$ cat src/rtl/lirb_pkg.sv
// Package for the link incident record builder: map, fields, codes, carriers
package lirb_pkg;

    // Register word indices; byte address is four times the index
    localparam int unsigned REG_CTRL     = 0;  // Control and busy
    localparam int unsigned REG_SPEC     = 1;  // Specific record protocol and length
    localparam int unsigned REG_INC_PN   = 2;  // Incident port name, 2 words
    localparam int unsigned REG_INC_NN   = 4;  // Incident node name, 2 words
    localparam int unsigned REG_ATT_PN   = 6;  // Attached fabric/loop port name, 2 words
    localparam int unsigned REG_ATT_NN   = 8;  // Attached fabric/loop node name, 2 words
    localparam int unsigned REG_FAB      = 10; // Fabric or switch name, 2 words
    localparam int unsigned REG_PORT_NUM = 12; // Incident port number
    localparam int unsigned REG_TS       = 13; // Time stamp, 2 words
    localparam int unsigned REG_TXN      = 15; // Next transaction ID, read only
    localparam int unsigned NUM_RW       = 15; // Words held in flip-flops
    localparam int unsigned NUM_REGS     = 16; // Mapped words

    // Control field positions
    localparam int unsigned CTRL_LONG      = 0;  // Long common record
    localparam int unsigned CTRL_ATT_PN_OK = 1;  // Attached port name known
    localparam int unsigned CTRL_ATT_NN_OK = 2;  // Attached node name known
    localparam int unsigned CTRL_FAB_OK    = 3;  // Fabric login done
    localparam int unsigned CTRL_TOPO_LSB  = 4;  // Topology, 2 bits
    localparam int unsigned CTRL_PTYPE_LSB = 8;  // Incident port type, 8 bits
    localparam int unsigned CTRL_TSF_LSB   = 16; // Time stamp format, 8 bits
    localparam int unsigned CTRL_BUSY      = 31; // Read-only busy
    localparam int unsigned SPEC_LEN_LSB   = 0;  // Specific length, 8 bits
    localparam int unsigned SPEC_ULP_LSB   = 8;  // Upper layer protocol, 8 bits

    // Topology of the incident port
    localparam logic [1:0] TOPO_PRIV_LOOP = 2'h0;
    localparam logic [1:0] TOPO_PUB_LOOP  = 2'h1;
    localparam logic [1:0] TOPO_FABRIC    = 2'h2;
    localparam logic [1:0] TOPO_LOOP_FAB  = 2'h3;

    // Payload constants
    localparam logic [7:0]  FMT_COMMON    = 8'h00;
    localparam logic [7:0]  CLEN_SHORT    = 8'h10;
    localparam logic [7:0]  CLEN_LONG     = 8'h40;
    localparam logic [7:0]  DLEN          = 8'h04;
    localparam logic [4:0]  WORDS_SHORT   = 5'h04;
    localparam logic [4:0]  WORDS_LONG    = 5'h10;
    localparam logic [7:0]  TSF_UNKNOWN   = 8'h00;
    localparam logic [7:0]  TSF_SERVER    = 8'h01;
    localparam logic [7:0]  TSF_CLK_SYNC  = 8'h02;
    localparam logic [31:0] TXN_FIRST     = 32'h0000_0001;
    localparam logic [31:0] RST_WORD      = 32'h0000_0000;

    // Sequencer states
    typedef enum logic [2:0] {
        LIRB_IDLE, LIRB_HDR, LIRB_COMMON, LIRB_DESC, LIRB_SPEC
    } lirb_state_t;

    // One incident from the local port logic
    typedef struct packed {
        logic [7:0]  qualifier;      // incident_qualifier byte
        logic [6:0]  type_code;      // incident_type_code
        logic [63:0] assoc_pn;       // Port name tied to the incident
        logic [63:0] assoc_nn;       // Node name tied to the incident
        logic        assoc_pn_known; // assoc_pn is valid
        logic        assoc_nn_known; // assoc_nn is valid
    } lirb_incident_t;

    // Outgoing payload word
    typedef struct packed {
        logic [31:0] data; // Payload word
        logic        last; // Final word of the payload
    } lirb_word_t;

endpackage : lirb_pkg

$ cat src/rtl/lirb_builder.sv
// Link incident record builder: register file, counter and payload sequencer
//
// How it works
// - No specific record: format 00h, length zero
// - Specific record: format is protocol type code
// - Common length 16 short, 64 long
// - Descriptor length always four
// - Specific length bytes, multiple of four, <=252 in header; sequencer ends the payload only up to 128
// - Emit four or sixteen common words
// - Unknown optional long words are zero
// - Unknown port type encoded as zero
// - Connected port chosen from topology
// - Unknown connected names zeroed
// - Fabric name from login, private loop zero
// - Port number field carries valid identifier
// - Transaction counter starts at one, increments
// - Counter never yields zero
// - Time stamp format 00h, 01h, 02h only
// - Unknown format leaves time stamp free
// - Incident names identify one link end
// - Qualifier byte zero, type code byte one
//
// The Wishbone interface to the registers and the register addresses were chosen for this implementation.
`timescale 1ns/1ns
module lirb_builder #(
    parameter int unsigned ADR_W = 8 // Wishbone byte address width
) (
    // Clock and reset
    input  wire logic                    ref_clk,
    input  wire logic                    arst_n,
    // Wishbone classic slave
    input  wire logic                    wb_cyc,
    input  wire logic                    wb_stb,
    input  wire logic                    wb_we,
    input  wire logic [ADR_W-1:0]        wb_adr,
    input  wire logic [3:0]              wb_sel,
    input  wire logic [31:0]             wb_dat_w,
    output logic      [31:0]             wb_dat_r,
    output logic                         wb_ack,
    // Incident from local port logic
    input  wire lirb_pkg::lirb_incident_t inc_data,
    input  wire logic                    inc_valid,
    output logic                         inc_ready,
    // Specific record words
    input  wire logic [31:0]             spec_data,
    input  wire logic                    spec_valid,
    output logic                         spec_ready,
    // Payload toward frame transmit path
    output lirb_pkg::lirb_word_t         tx_word,
    output logic                         tx_valid,
    input  wire logic                    tx_ready
);
    import lirb_pkg::*;

    // Refuse an address bus too narrow for the map
    // Sixteen words need four index bits above the byte lanes
    if (ADR_W < 6) begin : g_adr_chk
        $error("lirb_builder: ADR_W must be at least 6");
    end

    // Byte-lane merge of a write into a stored word
    // Unselected lanes keep their stored bytes
    function automatic logic [31:0] merge_sel(input logic [31:0] old_w,
                                             input logic [31:0] new_w,
                                             input logic [3:0]  sel);
        logic [31:0] res;
        res = old_w;
        for (int b = 0; b < 4; b++) begin
            if (sel[b]) begin
                res[8*b +: 8] = new_w[8*b +: 8];
            end
        end
        return res;
    endfunction : merge_sel

    // Register storage and bus state
    logic [31:0]    regs_q [NUM_RW];       // Software-written words
    logic           ack_q;                 // Bus acknowledge
    logic [31:0]    rdat_q;                // Read data
    // Sequencer state
    lirb_state_t    state_q, state_d;      // Next word class to load
    logic [4:0]     idx_q, idx_d;          // Word index within a section
    lirb_incident_t inc_q;                 // Captured incident
    logic [31:0]    txn_q;                 // Next transaction ID
    logic [31:0]    rec_txn_q;             // ID of record in flight
    lirb_word_t     word_q, word_d;        // Output word register
    logic           valid_q, valid_d;      // Output word valid

    // Bus decode
    // Request seen only while no ack is out, so a held strobe
    // cannot be taken twice; ack then falls for one cycle
    wire            bus_req   = wb_cyc && wb_stb && !ack_q;
    wire [ADR_W-3:0] reg_idx  = wb_adr[ADR_W-1:2];
    wire            idx_rw    = reg_idx < (ADR_W-2)'(NUM_RW);
    wire            idx_txn   = reg_idx == (ADR_W-2)'(REG_TXN);
    wire            wr_hit    = bus_req && wb_we && idx_rw;

    // Control fields
    wire [31:0]     ctrl      = regs_q[REG_CTRL];
    wire            long_fmt  = ctrl[CTRL_LONG];
    wire [1:0]      topo      = ctrl[CTRL_TOPO_LSB +: 2];
    wire [7:0]      port_type = ctrl[CTRL_PTYPE_LSB +: 8];   // zero when unknown
    wire [7:0]      tsf_raw   = ctrl[CTRL_TSF_LSB +: 8];
    wire            busy      = state_q != LIRB_IDLE;

    // Specific record: protocol code and byte length
    // Low two length bits ignored: only whole words travel
    // A length without a protocol code is dropped as a whole
    wire [7:0]      upper_layer_protocol       = regs_q[REG_SPEC][SPEC_ULP_LSB +: 8];
    wire [7:0]      len_raw   = {regs_q[REG_SPEC][SPEC_LEN_LSB + 2 +: 6], 2'b00};
    wire            spec_on   = (len_raw != 8'h00) && (upper_layer_protocol != FMT_COMMON);
    wire [7:0]      spec_len  = spec_on ? len_raw : 8'h00;
    wire [7:0]      rec_fmt   = spec_on ? upper_layer_protocol : FMT_COMMON;
    wire [5:0]      spec_wds  = spec_len[7:2];

    // Common record length and word count
    // Word count follows the length field, bytes over four
    wire [7:0]      clen      = long_fmt ? CLEN_LONG : CLEN_SHORT;
    wire [4:0]      cwords    = long_fmt ? WORDS_LONG : WORDS_SHORT;

    // Names held by software
    // Lower index holds the upper half of each name
    wire [63:0]     inc_pn    = {regs_q[REG_INC_PN], regs_q[REG_INC_PN+1]};
    wire [63:0]     inc_nn    = {regs_q[REG_INC_NN], regs_q[REG_INC_NN+1]};
    wire [63:0]     att_pn    = {regs_q[REG_ATT_PN], regs_q[REG_ATT_PN+1]};
    wire [63:0]     att_nn    = {regs_q[REG_ATT_NN], regs_q[REG_ATT_NN+1]};
    wire [63:0]     fab_raw   = {regs_q[REG_FAB], regs_q[REG_FAB+1]};
    wire [63:0]     ts_raw    = {regs_q[REG_TS], regs_q[REG_TS+1]};

    // Private loop and loop-to-fabric ports report the incident's own partner, others the attached port
    // Unknown names go out as zero rather than stale data
    wire            use_assoc = (topo == TOPO_PRIV_LOOP) || (topo == TOPO_LOOP_FAB);
    wire            con_pn_ok = use_assoc ? inc_q.assoc_pn_known : ctrl[CTRL_ATT_PN_OK];
    wire            con_nn_ok = use_assoc ? inc_q.assoc_nn_known : ctrl[CTRL_ATT_NN_OK];
    wire [63:0]     con_pn    = !con_pn_ok ? 64'h0 :
                                use_assoc ? inc_q.assoc_pn : att_pn;
    wire [63:0]     con_nn    = !con_nn_ok ? 64'h0 :
                                use_assoc ? inc_q.assoc_nn : att_nn;

    // Fabric name only after login and never on a private loop
    // Login flag alone is not enough on a private loop
    wire            fab_ok    = ctrl[CTRL_FAB_OK] && (topo != TOPO_PRIV_LOOP);
    wire [63:0]     fab_name  = fab_ok ? fab_raw : 64'h0;

    // Reserved formats are sent as unknown; unknown time stamp sent as zero
    // Receiver ignores the stamp at format zero; zero keeps it tidy
    wire            tsf_legal = (tsf_raw == TSF_SERVER) || (tsf_raw == TSF_CLK_SYNC);
    wire [7:0]      tsf       = tsf_legal ? tsf_raw : TSF_UNKNOWN;
    wire [63:0]     ts_val    = tsf_legal ? ts_raw : 64'h0;

    // Payload header and descriptor words
    // Descriptor upper byte carries the qualifier, next the code
    wire [31:0]     hdr_word  = {rec_fmt, clen, DLEN, spec_len};
    wire [31:0]     desc_word = {inc_q.qualifier, 1'b0, inc_q.type_code, 16'h0};

    // Counter advance skips zero on wrap
    // Zero stands for an unknown identifier, so it is never issued
    wire [31:0]     txn_inc   = txn_q + 32'h1;
    wire [31:0]     txn_next  = (txn_inc == 32'h0) ? TXN_FIRST : txn_inc;

    // Common record word by index
    // Short record uses indices 0 to 3 only
    function automatic logic [31:0] common_word(input logic [3:0] i,
                                               input logic [63:0] ipn,
                                               input logic [63:0] inn,
                                               input logic [63:0] cpn,
                                               input logic [63:0] cnn,
                                               input logic [63:0] fab,
                                               input logic [63:0] ts,
                                               input logic [7:0]  ptype,
                                               input logic [7:0]  fmt,
                                               input logic [31:0] pnum,
                                               input logic [31:0] txn);
        logic [31:0] w;
        case (i)
            4'h0:    w = ipn[63:32];
            4'h1:    w = ipn[31:0];
            4'h2:    w = inn[63:32];
            4'h3:    w = inn[31:0];
            4'h4:    w = {ptype, 24'h0};
            4'h5:    w = cpn[63:32];
            4'h6:    w = cpn[31:0];
            4'h7:    w = cnn[63:32];
            4'h8:    w = cnn[31:0];
            4'h9:    w = fab[63:32];
            4'ha:    w = fab[31:0];
            4'hb:    w = pnum;
            4'hc:    w = txn;
            4'hd:    w = {24'h0, fmt};
            4'he:    w = ts[63:32];
            4'hf:    w = ts[31:0];
            default: w = 32'h0;
        endcase
        return w;
    endfunction : common_word

    // Current common word
    wire [31:0]     cw        = common_word(idx_q[3:0], inc_pn, inc_nn, con_pn, con_nn,
                                            fab_name, ts_val, port_type, tsf,
                                            regs_q[REG_PORT_NUM], rec_txn_q);

    // Handshakes
    // Output slot free when empty or being taken this edge
    // New incident only while the sequencer is idle
    wire            load_ok   = !valid_q || tx_ready;
    wire            take_inc  = inc_valid && !busy;
    assign inc_ready  = !busy;
    assign spec_ready = (state_q == LIRB_SPEC) && load_ok;
    assign tx_word    = word_q;
    assign tx_valid   = valid_q;
    assign wb_ack     = ack_q;
    assign wb_dat_r   = rdat_q;

    // Read multiplexer
    // Busy bit overlays the stored control word
    // Unmapped indices read as zero
    logic [31:0] rd_mux;
    always_comb begin
        rd_mux = 32'h0;
        if (idx_txn) begin
            rd_mux = txn_q;
        end else if (idx_rw) begin
            rd_mux = regs_q[reg_idx[3:0]];
            if (reg_idx[3:0] == 4'(REG_CTRL)) begin
                rd_mux[CTRL_BUSY] = busy;
            end
        end
    end

    // Register writes
    // Writes land at the request edge, the same edge that raises ack
    // Counter index is read only, so writes there are dropped
    for (genvar r = 0; r < NUM_RW; r++) begin : g_regs
        always_ff @(posedge ref_clk or negedge arst_n) begin
            if (!arst_n) begin
                regs_q[r] <= RST_WORD;
            end else if (wr_hit && (reg_idx[3:0] == 4'(r))) begin
                regs_q[r] <= merge_sel(regs_q[r], wb_dat_w, wb_sel);
            end
        end
    end

    // Bus answer, one cycle after the request
    // Read data held until the next read
    always_ff @(posedge ref_clk or negedge arst_n) begin
        if (!arst_n) begin
            ack_q  <= 1'b0;
            rdat_q <= RST_WORD;
        end else begin
            ack_q  <= bus_req;
            rdat_q <= (bus_req && !wb_we) ? rd_mux : rdat_q;
        end
    end

    // Sequencer next state and output word
    // Word is kept unless the sink takes it
    // Registers are read live; software leaves them still meanwhile
    always_comb begin
        state_d = state_q;
        idx_d   = idx_q;
        word_d  = word_q;
        valid_d = valid_q && !tx_ready;
        case (state_q)
            // Wait for an incident
            LIRB_IDLE: begin
                if (take_inc) begin
                    state_d = LIRB_HDR;
                end
            end
            // Lengths and format word
            LIRB_HDR: begin
                if (load_ok) begin
                    word_d  = '{data: hdr_word, last: 1'b0};
                    valid_d = 1'b1;
                    idx_d   = 5'h0;
                    state_d = LIRB_COMMON;
                end
            end
            // Four or sixteen common words
            LIRB_COMMON: begin
                if (load_ok) begin
                    word_d  = '{data: cw, last: 1'b0};
                    valid_d = 1'b1;
                    idx_d   = idx_q + 5'h1;
                    if (idx_q == cwords - 5'h1) begin
                        state_d = LIRB_DESC;
                    end
                end
            end
            // Descriptor word
            // Ends the payload when no specific record follows
            LIRB_DESC: begin
                if (load_ok) begin
                    word_d  = '{data: desc_word, last: spec_wds == 6'h0};
                    valid_d = 1'b1;
                    idx_d   = 5'h0;
                    state_d = (spec_wds == 6'h0) ? LIRB_IDLE : LIRB_SPEC;
                end
            end
            // Specific record words passed through
            // Waits on the source as well as the sink
            LIRB_SPEC: begin
                if (load_ok && spec_valid) begin
                    word_d  = '{data: spec_data, last: {1'b0, idx_q} == spec_wds - 6'h1};
                    valid_d = 1'b1;
                    idx_d   = idx_q + 5'h1;
                    if ({1'b0, idx_q} == spec_wds - 6'h1) begin
                        state_d = LIRB_IDLE;
                    end
                end
            end
            default: begin
                state_d = LIRB_IDLE;
            end
        endcase
    end

    // Sequencer registers
    // Output word and valid reset empty
    always_ff @(posedge ref_clk or negedge arst_n) begin
        if (!arst_n) begin
            state_q <= LIRB_IDLE;
            idx_q   <= 5'h0;
            word_q  <= '0;
            valid_q <= 1'b0;
        end else begin
            state_q <= state_d;
            idx_q   <= idx_d;
            word_q  <= word_d;
            valid_q <= valid_d;
        end
    end

    // Incident capture and transaction numbering
    // Record keeps its own ID while the counter moves on
    always_ff @(posedge ref_clk or negedge arst_n) begin
        if (!arst_n) begin
            inc_q     <= '0;
            txn_q     <= TXN_FIRST;
            rec_txn_q <= RST_WORD;
        end else if (take_inc) begin
            inc_q     <= inc_data;
            rec_txn_q <= txn_q;
            txn_q     <= txn_next;
        end
    end

endmodule : lirb_builder

$ cat config.mk
export PLATFORM = sky130hd
export DESIGN_NAME = lirb_builder
export DESIGN_NICKNAME = d
export VERILOG_FILES = /design/src/rtl/lirb_pkg.sv /design/src/rtl/lirb_builder.sv
export SDC_FILE = /design/constraint.sdc
export NUM_CORES = 2
export LEC_CHECK = 0
export ABC_AREA = 0
export BUFFER_PORTS_ARGS = -buffer_cell sky130_fd_sc_hd__buf_4
export CORE_ASPECT_RATIO = 0.75
export CORE_MARGIN = 3
export CORE_UTILIZATION = 25
export CTS_CLUSTER_DIAMETER = 80
export DETAILED_ROUTE_END_ITERATION = 10
export SLEW_MARGIN = 20
export SYNTH_ARGS = -nofsm -noshare
export SYNTH_HDL_FRONTEND = slang
export SYNTH_SLANG_ARGS = --single-unit
export TNS_END_PERCENT = 1
$ cat constraint.sdc
create_clock -name ref_clk -period 2.8 [get_ports ref_clk]
set_input_delay 0.14 -clock ref_clk [delete_from_list [all_inputs] [get_ports ref_clk]]
set_output_delay 0.14 -clock ref_clk [all_outputs]
set_load 0.01 [all_outputs]
After elaboration in Yosys (flattened, before gate mapping). Cells that the tools add are included.

Bits of input ports: 229. Logic and storage cells: 282. Register bits after elaboration: 764. Output and inout bits: 69.

$lt $le $gt $ge: 2. Bitwise operators: 1. Mux-type cells: 42. $add $sub $neg: 4. Reduce and logical (&&, ||, !) cells: 111. Equal/unequal tests: 47.

Operators with widths (count): $pmux 32 s16 (1); $mux 64 (6); $mux 32 (5); $mux 33 (4); $pmux 33 s4 (1); $bmux 32 s4 (1); $reduce_and 2->1 (60); $eq 4x4->1 const B (15); $add 32x1->32 const B (1); $eq 4x3->1 const B (8); $logic_not 32->1 (1); $logic_and 1x1->1 (26); $mux 3 (8); $mux 8 (3); $mux 5 (4); $eq 4x2->1 const B (4); $reduce_bool 8->1 (2); $pmux 3 s5 (1); $pmux 5 s3 (1); $ne 2x2->1 const B (5); $eq 4x1->1 const B (2); $eq 8x1->1 const B (1); $eq 8x2->1 const B (1); $logic_not 4->1 (2); 30 further kinds (44).

Logic depth before layout (Yosys ltp).
Depth after elaboration: 8. Mapped depth: 14. Mapped depth without buffers: 11.

Worst setup path after synthesis. Ideal clock, no wire load.

Kind: register -> register. From: reg txn_q[0]. To: reg txn_q[1]. Clock period less this slack: 2745 ps. Setup time: 120 ps. Cell stages (with the launch flop): 10. Buffers on the path: 0. Slack: 55 ps. Data arrival time: 2625 ps. Data required time: 2680 ps. Cell sequence: dfstp_2 ha_1 nand4_4 or3_4 nor4_4 nand3_2 or3_1 a22oi_2 nand4_1 a31o_1.

Longest elaborated chain between the ends: 3.

Ends and longest elaborated chain: from (decl) (RTL line lirb_builder.sv:84) `logic [31:0] txn_q;`; from (signal assigned) (RTL line lirb_builder.sv:344) `txn_q <= txn_next;`; $add 32x1->32 (*) (RTL line lirb_builder.sv:158) `wire [31:0] txn_inc = txn_q + 32'h1;`; $logic_not 32->1 (RTL line lirb_builder.sv:159) `wire [31:0] txn_next = (txn_inc == 32'h0) ? TXN_FIRST : txn_inc;`; $mux 32 (*) (RTL line lirb_builder.sv:159).

Mark *: on every way between the ends. The rest lies on a longest branch, timed or not. A chain may end at the register's enable or synchronous reset.

Worst setup path in the final report.
From: reg regs_q (netlist bit ctrl[4]). To: reg word_q (netlist bit tx_word[17]).

Longest elaborated chain between the ends: 7. Elaborated cells between the ends (all ways): 15. Classes of those cells: eq/ne: 1; mux: 10; reduce/logical: 4.

Ends and longest elaborated chain: from (decl) (RTL line lirb_builder.sv:77) `logic [31:0] regs_q [NUM_RW];`; from (signal, indexed assignment) (RTL line lirb_builder.sv:238) `regs_q[r] <= merge_sel(regs_q[r], wb_dat_w, wb_sel);`; $eq 2x2->1 or $logic_not 2->1 (tied branches) (RTL line lirb_builder.sv:132) `wire use_assoc = (topo == TOPO_PRIV_LOOP) || (topo == TOPO_LOOP_FAB);`; $logic_or 1x1->1 (RTL line lirb_builder.sv:132); $mux 64, or another cell as far along (RTL line lirb_builder.sv:138) `use_assoc ? inc_q.assoc_nn : att_nn;`; $mux 64, on equally long branches (RTL line lirb_builder.sv:137, lirb_builder.sv:135); $pmux 32 s16 (*) (RTL line lirb_builder.sv:175) `case (i)`; $mux 33 (*) (RTL line lirb_builder.sv:281) `if (load_ok) begin`; $pmux 33 s4 (*) (RTL line lirb_builder.sv:263) `case (state_q)`; to (signal assigned) (RTL line lirb_builder.sv:329) `word_q <= word_d;`; to (decl) (RTL line lirb_builder.sv:86) `lirb_word_t word_q, word_d;`.

Mark *: on every way between the ends. The rest lies on a longest branch, timed or not. The select of a mux whose other input is x is not followed.

==> results.yml <==
synth:
  synth_instances: 3364
  synth_area_leader_cell: "sky130_fd_sc_hd__dfrtp_1"
  syn_area_um2: 38190
  syn_avg_cell_area_um2: 11.35
  synthTopCellsByCount: "762 x sky130_fd_sc_hd__dfrtp_1, 681 x sky130_fd_sc_hd__nand2_1, 498 x sky130_fd_sc_hd__mux2_2"
  ys_top_cells_by_area: "sky130_fd_sc_hd__dfrtp_1 50%, sky130_fd_sc_hd__mux2_2 15%, sky130_fd_sc_hd__mux4_2 7.5%"
  synthesis.nets: 3601
  asyncSetResetFlopFracSynth_pct: 100.0
  synth_enable_flop_cells: 0
  synthesis.yosys.warnings: 0
  synth_seq_cells: 763
  yosys_most_used_dff: "sky130_fd_sc_hd__dfrtp_1"
  ys_seq_area_share_pct: 50.00
  yosysMostFrequentCell: "sky130_fd_sc_hd__dfrtp_1"
  post_synth_num_cell_types: 73
  post-synth-top-area-fraction_pct: 49.94
detailed_routing:
  first_pass_iters: 6
  route.detailed.vias_per_inst: 5.278
  drt.antenna.violating_nets: 0
  drt_drc_violations_left: 0
  drtIter0Drc: 3868
  finalWirelength_mm: 168.9
  dr_total_vias: 32160
  post_drt_wl_per_cell_um: 27.72
sta:
  maxSlewViolCount: 0
  worst_slew_pin_slew_ns: 0.7874
  timing.final.hold_violations: 0
  tns_ns: -0.1658
  clock_skew_ns: 0.04556
  fmax_ghz: 0.3499
  final.hold.worst_slack_ns: 0.04236
  rsz0062_at_grt: "yes"
  timing.max_slew.rel_slack_pct: 47.50
  finalWorstPathRequiredPeriod_ns: 2.858
  finalWorstSetupSlack_ns: -0.05826
  finalCritPeriodShare_pct: 102.1
  setup_violations: 8
clock_tree:
  cts_max_level: 3
  cts.path.max_buffers: 3
  cts_made_buffers: 84
  tritoncts_clock_tree: "done"
  clock_tree.root_cell: "sky130_fd_sc_hd__clkbuf_16"
  clock_pin_slew_on_the_worst_setup_and_hold_paths_ns: 0.06
  worstSkewPairLatency_ns: 0.70
  cts.sink_count: 763
global_route:
  grt_max_degree: 101
  first_global_vias: 31950
  grt_antenna_before_repair: 29
  globalRouteTotalUtil_pct: 20.81
  global_route.overflow_total: 0
  grt_pass1_wl_mm: 238.3
cells_and_area:
  fillerInstances: 15000
  postLayoutCoreUtil_pct: 33.94
  area_of_all_placed_cells_without_fillers_um2: 51190
  synthToLayoutAreaGrowth_pct: 34.05
  number_of_nets_at_the_end_of_the_flow: 4237
  drive_above_1_share_pct: 35.98
floorplan:
  floorplan.core_area_um2: 150800
  rows: 123
  initial_core_util_pct: 25.32
  design.die.area_um2: 157500
  chipWidth_um: 457.3
  die_y_um: 344.5
  io-pin-count: 298
setup_path:
  timing.critical_path.arrival_ns: 3.45
  critical-path-top-delay-family: "buffers and inverters"
  worst_setup_path_start_kind: "flip-flop"
  cpMaxStageDelayCell: "sky130_fd_sc_hd__dfrtp_1"
  worst_ep_required_time_ns: 3.39
  critPathKind: "flip-flop to flip-flop"
  worst-path-max-fanout: 36
  cp_num_buf_inv: 5
  critical_path.max_stage_delay_ns: 0.38
  end_kind: "flip-flop"
  timing.critical_path.cells: "inv_1 > ha_4 > buf_8 > mux2i_4 > buf_4 > nor3_2 > buf_12 > a22oi_1 > a21oi_1 > nor4_2 > buf_4 > nor2_1 > a221oi_2 > o21ai_1"
  critical-path-top-cell-by-count: "sky130_fd_sc_hd__buf_4"
power:
  p_leak_nw: 23.45
  power-per-cell-area_nw_per_um2: 717.1
  design_power_total_mw: 36.71
  peakVddDrop_mv: 0.5016
place:
  finalWeightedCongestion: 0.9405
  io_buffer_count: 295
  placed_cell_area_um2: 45420
  post-dp-hpwl_mm: 121.2
worst_hold_path:
  holdCritPathClass: "input pin to flip-flop"
run_status:
  violations: "negative setup slack"
  result_of_the_run: "finished with violations"
flow_run:
  cap_viol_max_count: 0
[timing repair]
item / CTS / global route
hold buffers: 214 / 0
resized for setup: 32 / 62
pin swaps: 10 / 16
setup buffers: 2 / 7
setup endpoints to repair: 22 / 68
hold endpoints to repair: 1199 / 0
cloned: 0 / 3
[worst register-to-register path: stages, from the launching register on]
cell and delay (ns):
sky130_fd_sc_hd__dfrtp_1 0.38, sky130_fd_sc_hd__inv_1 0.10, sky130_fd_sc_hd__ha_4 0.22, sky130_fd_sc_hd__buf_8 0.15, sky130_fd_sc_hd__mux2i_4 0.19, sky130_fd_sc_hd__buf_4 0.16, sky130_fd_sc_hd__nor3_2 0.20, sky130_fd_sc_hd__buf_12 0.31
sky130_fd_sc_hd__a22oi_1 0.15, sky130_fd_sc_hd__a21oi_1 0.21, sky130_fd_sc_hd__nor4_2 0.08, sky130_fd_sc_hd__buf_4 0.14, sky130_fd_sc_hd__nor2_1 0.28, sky130_fd_sc_hd__a221oi_2 0.06, sky130_fd_sc_hd__o21ai_1 0.16
[path summary, 6_finish.rpt]
path	startpoint	to	slack, ns	depth (start not counted)
max reg2reg	ctrl[4]	tx_word[17]	-0.06	14
max in group asynchronous	arst_n	att_pn[23]	1.66	4
max	ctrl[4]	tx_word[17]	-0.06	14
min in group asynchronous	arst_n	txn_q[5]	0.06	2
min	wb_sel[1]	regs_q[431]	0.04	4
min reg2reg	inc_q[63]	inc_q[63]	0.48	2
[registers in the layout, summed over array words and instances, names as in the netlist]
register   cells
tx_word       33
idx_q          5
len_raw        6
state_q        3
fab_raw       64
regs_q       122
inc_nn        64
wb_ack         1
txn_q         32
inc_pn        64
desc_word     15
att_pn        64
tx_valid       1
rec_txn_q     32
wb_dat_r      32
inc_q        130
att_nn        64
ctrl          31
[layout make-up]
class / count / area, µm² / area share [%]
clock inverter: 34 / 397.9 / 0.7773
tap: 2000 / 2502 / 4.889
timing repair buffer: 810 / 8147 / 15.92
antenna: 23 / 57.56 / 0.1124
inverter: 11 / 41.29 / 0.08066
sequential: 763 / 19090 / 37.30
multi-input combinational: 2330 / 18420 / 35.99
clock buffer: 121 / 2525 / 4.933
[power by group]
group	switching, mW	internal, mW
Sequential	1.94	12.6
Combinational	6.13	4.15
Clock	4.93	6.95
Total	13.0	23.7
[cells in the final DEF, fill, tap and decap left out, types with 8 or more instances in the layout]
cell type and count:
sky130_fd_sc_hd__dfrtp_1 762, sky130_fd_sc_hd__nand2_1 677, sky130_fd_sc_hd__mux2_2 498, sky130_fd_sc_hd__buf_4 469, sky130_fd_sc_hd__dlygate4sd3_1 214, sky130_fd_sc_hd__a22oi_1 173, sky130_fd_sc_hd__nor2_1 137, sky130_fd_sc_hd__mux4_2 127
sky130_fd_sc_hd__buf_12 112, sky130_fd_sc_hd__a21oi_1 96, sky130_fd_sc_hd__o21ai_0 95, sky130_fd_sc_hd__clkbuf_16 90, sky130_fd_sc_hd__mux2i_1 80, sky130_fd_sc_hd__nand3_1 46, sky130_fd_sc_hd__o22ai_1 40, sky130_fd_sc_hd__a221oi_1 35
sky130_fd_sc_hd__a221oi_2 26, sky130_fd_sc_hd__xnor2_1 25, sky130_fd_sc_hd__diode_2 23, sky130_fd_sc_hd__xor2_1 23, sky130_fd_sc_hd__clkbuf_8 22, sky130_fd_sc_hd__nor3_1 17, sky130_fd_sc_hd__nand4_1 15, sky130_fd_sc_hd__nor4_2 15
sky130_fd_sc_hd__a222oi_1 15, sky130_fd_sc_hd__clkinv_2 15, sky130_fd_sc_hd__nor4_1 14, sky130_fd_sc_hd__clkbuf_1 12, sky130_fd_sc_hd__inv_1 11, sky130_fd_sc_hd__a22o_1 11, sky130_fd_sc_hd__o221ai_1 11, sky130_fd_sc_hd__o21ai_1 10
sky130_fd_sc_hd__and3_1 8, sky130_fd_sc_hd__a31oi_1 8
[metal layers]
| metal | up-vias | wire (µm) | GRT usage, % |
|---|---|---|---|
| li1 | 13620 | - | - |
| met2 | 1625 | 72190 | 30.42 |
| met3 | 346 | 19860 | 7.961 |
| met1 | 16550 | 70060 | 28.05 |
| met4 | 10 | 6701 | 7.162 |
| met5 | - | 63 | 0 |
[per-stage QoR]
step | std cells | setup slack, ns
floorplan | 3364 | 0.05527
global placement | 5688 | -0.2307
detailed placement | 5688 | -0.3266
CTS | 6059 | -0.04498
global route | 6084 | -0.1461
finish | 6092 | -0.05826
[cells by family after synthesis]
kind of cell	after synthesis	synth area share, %
simple gates	1001	11.06
flops	763	50.00
compound gates	560	9.974
xor+xnor	48	1.101
fa+ha+maj	8	0.2621
buf+inv	271	3.096
mux	713	24.50
Power figures use the tool's default switching activity.
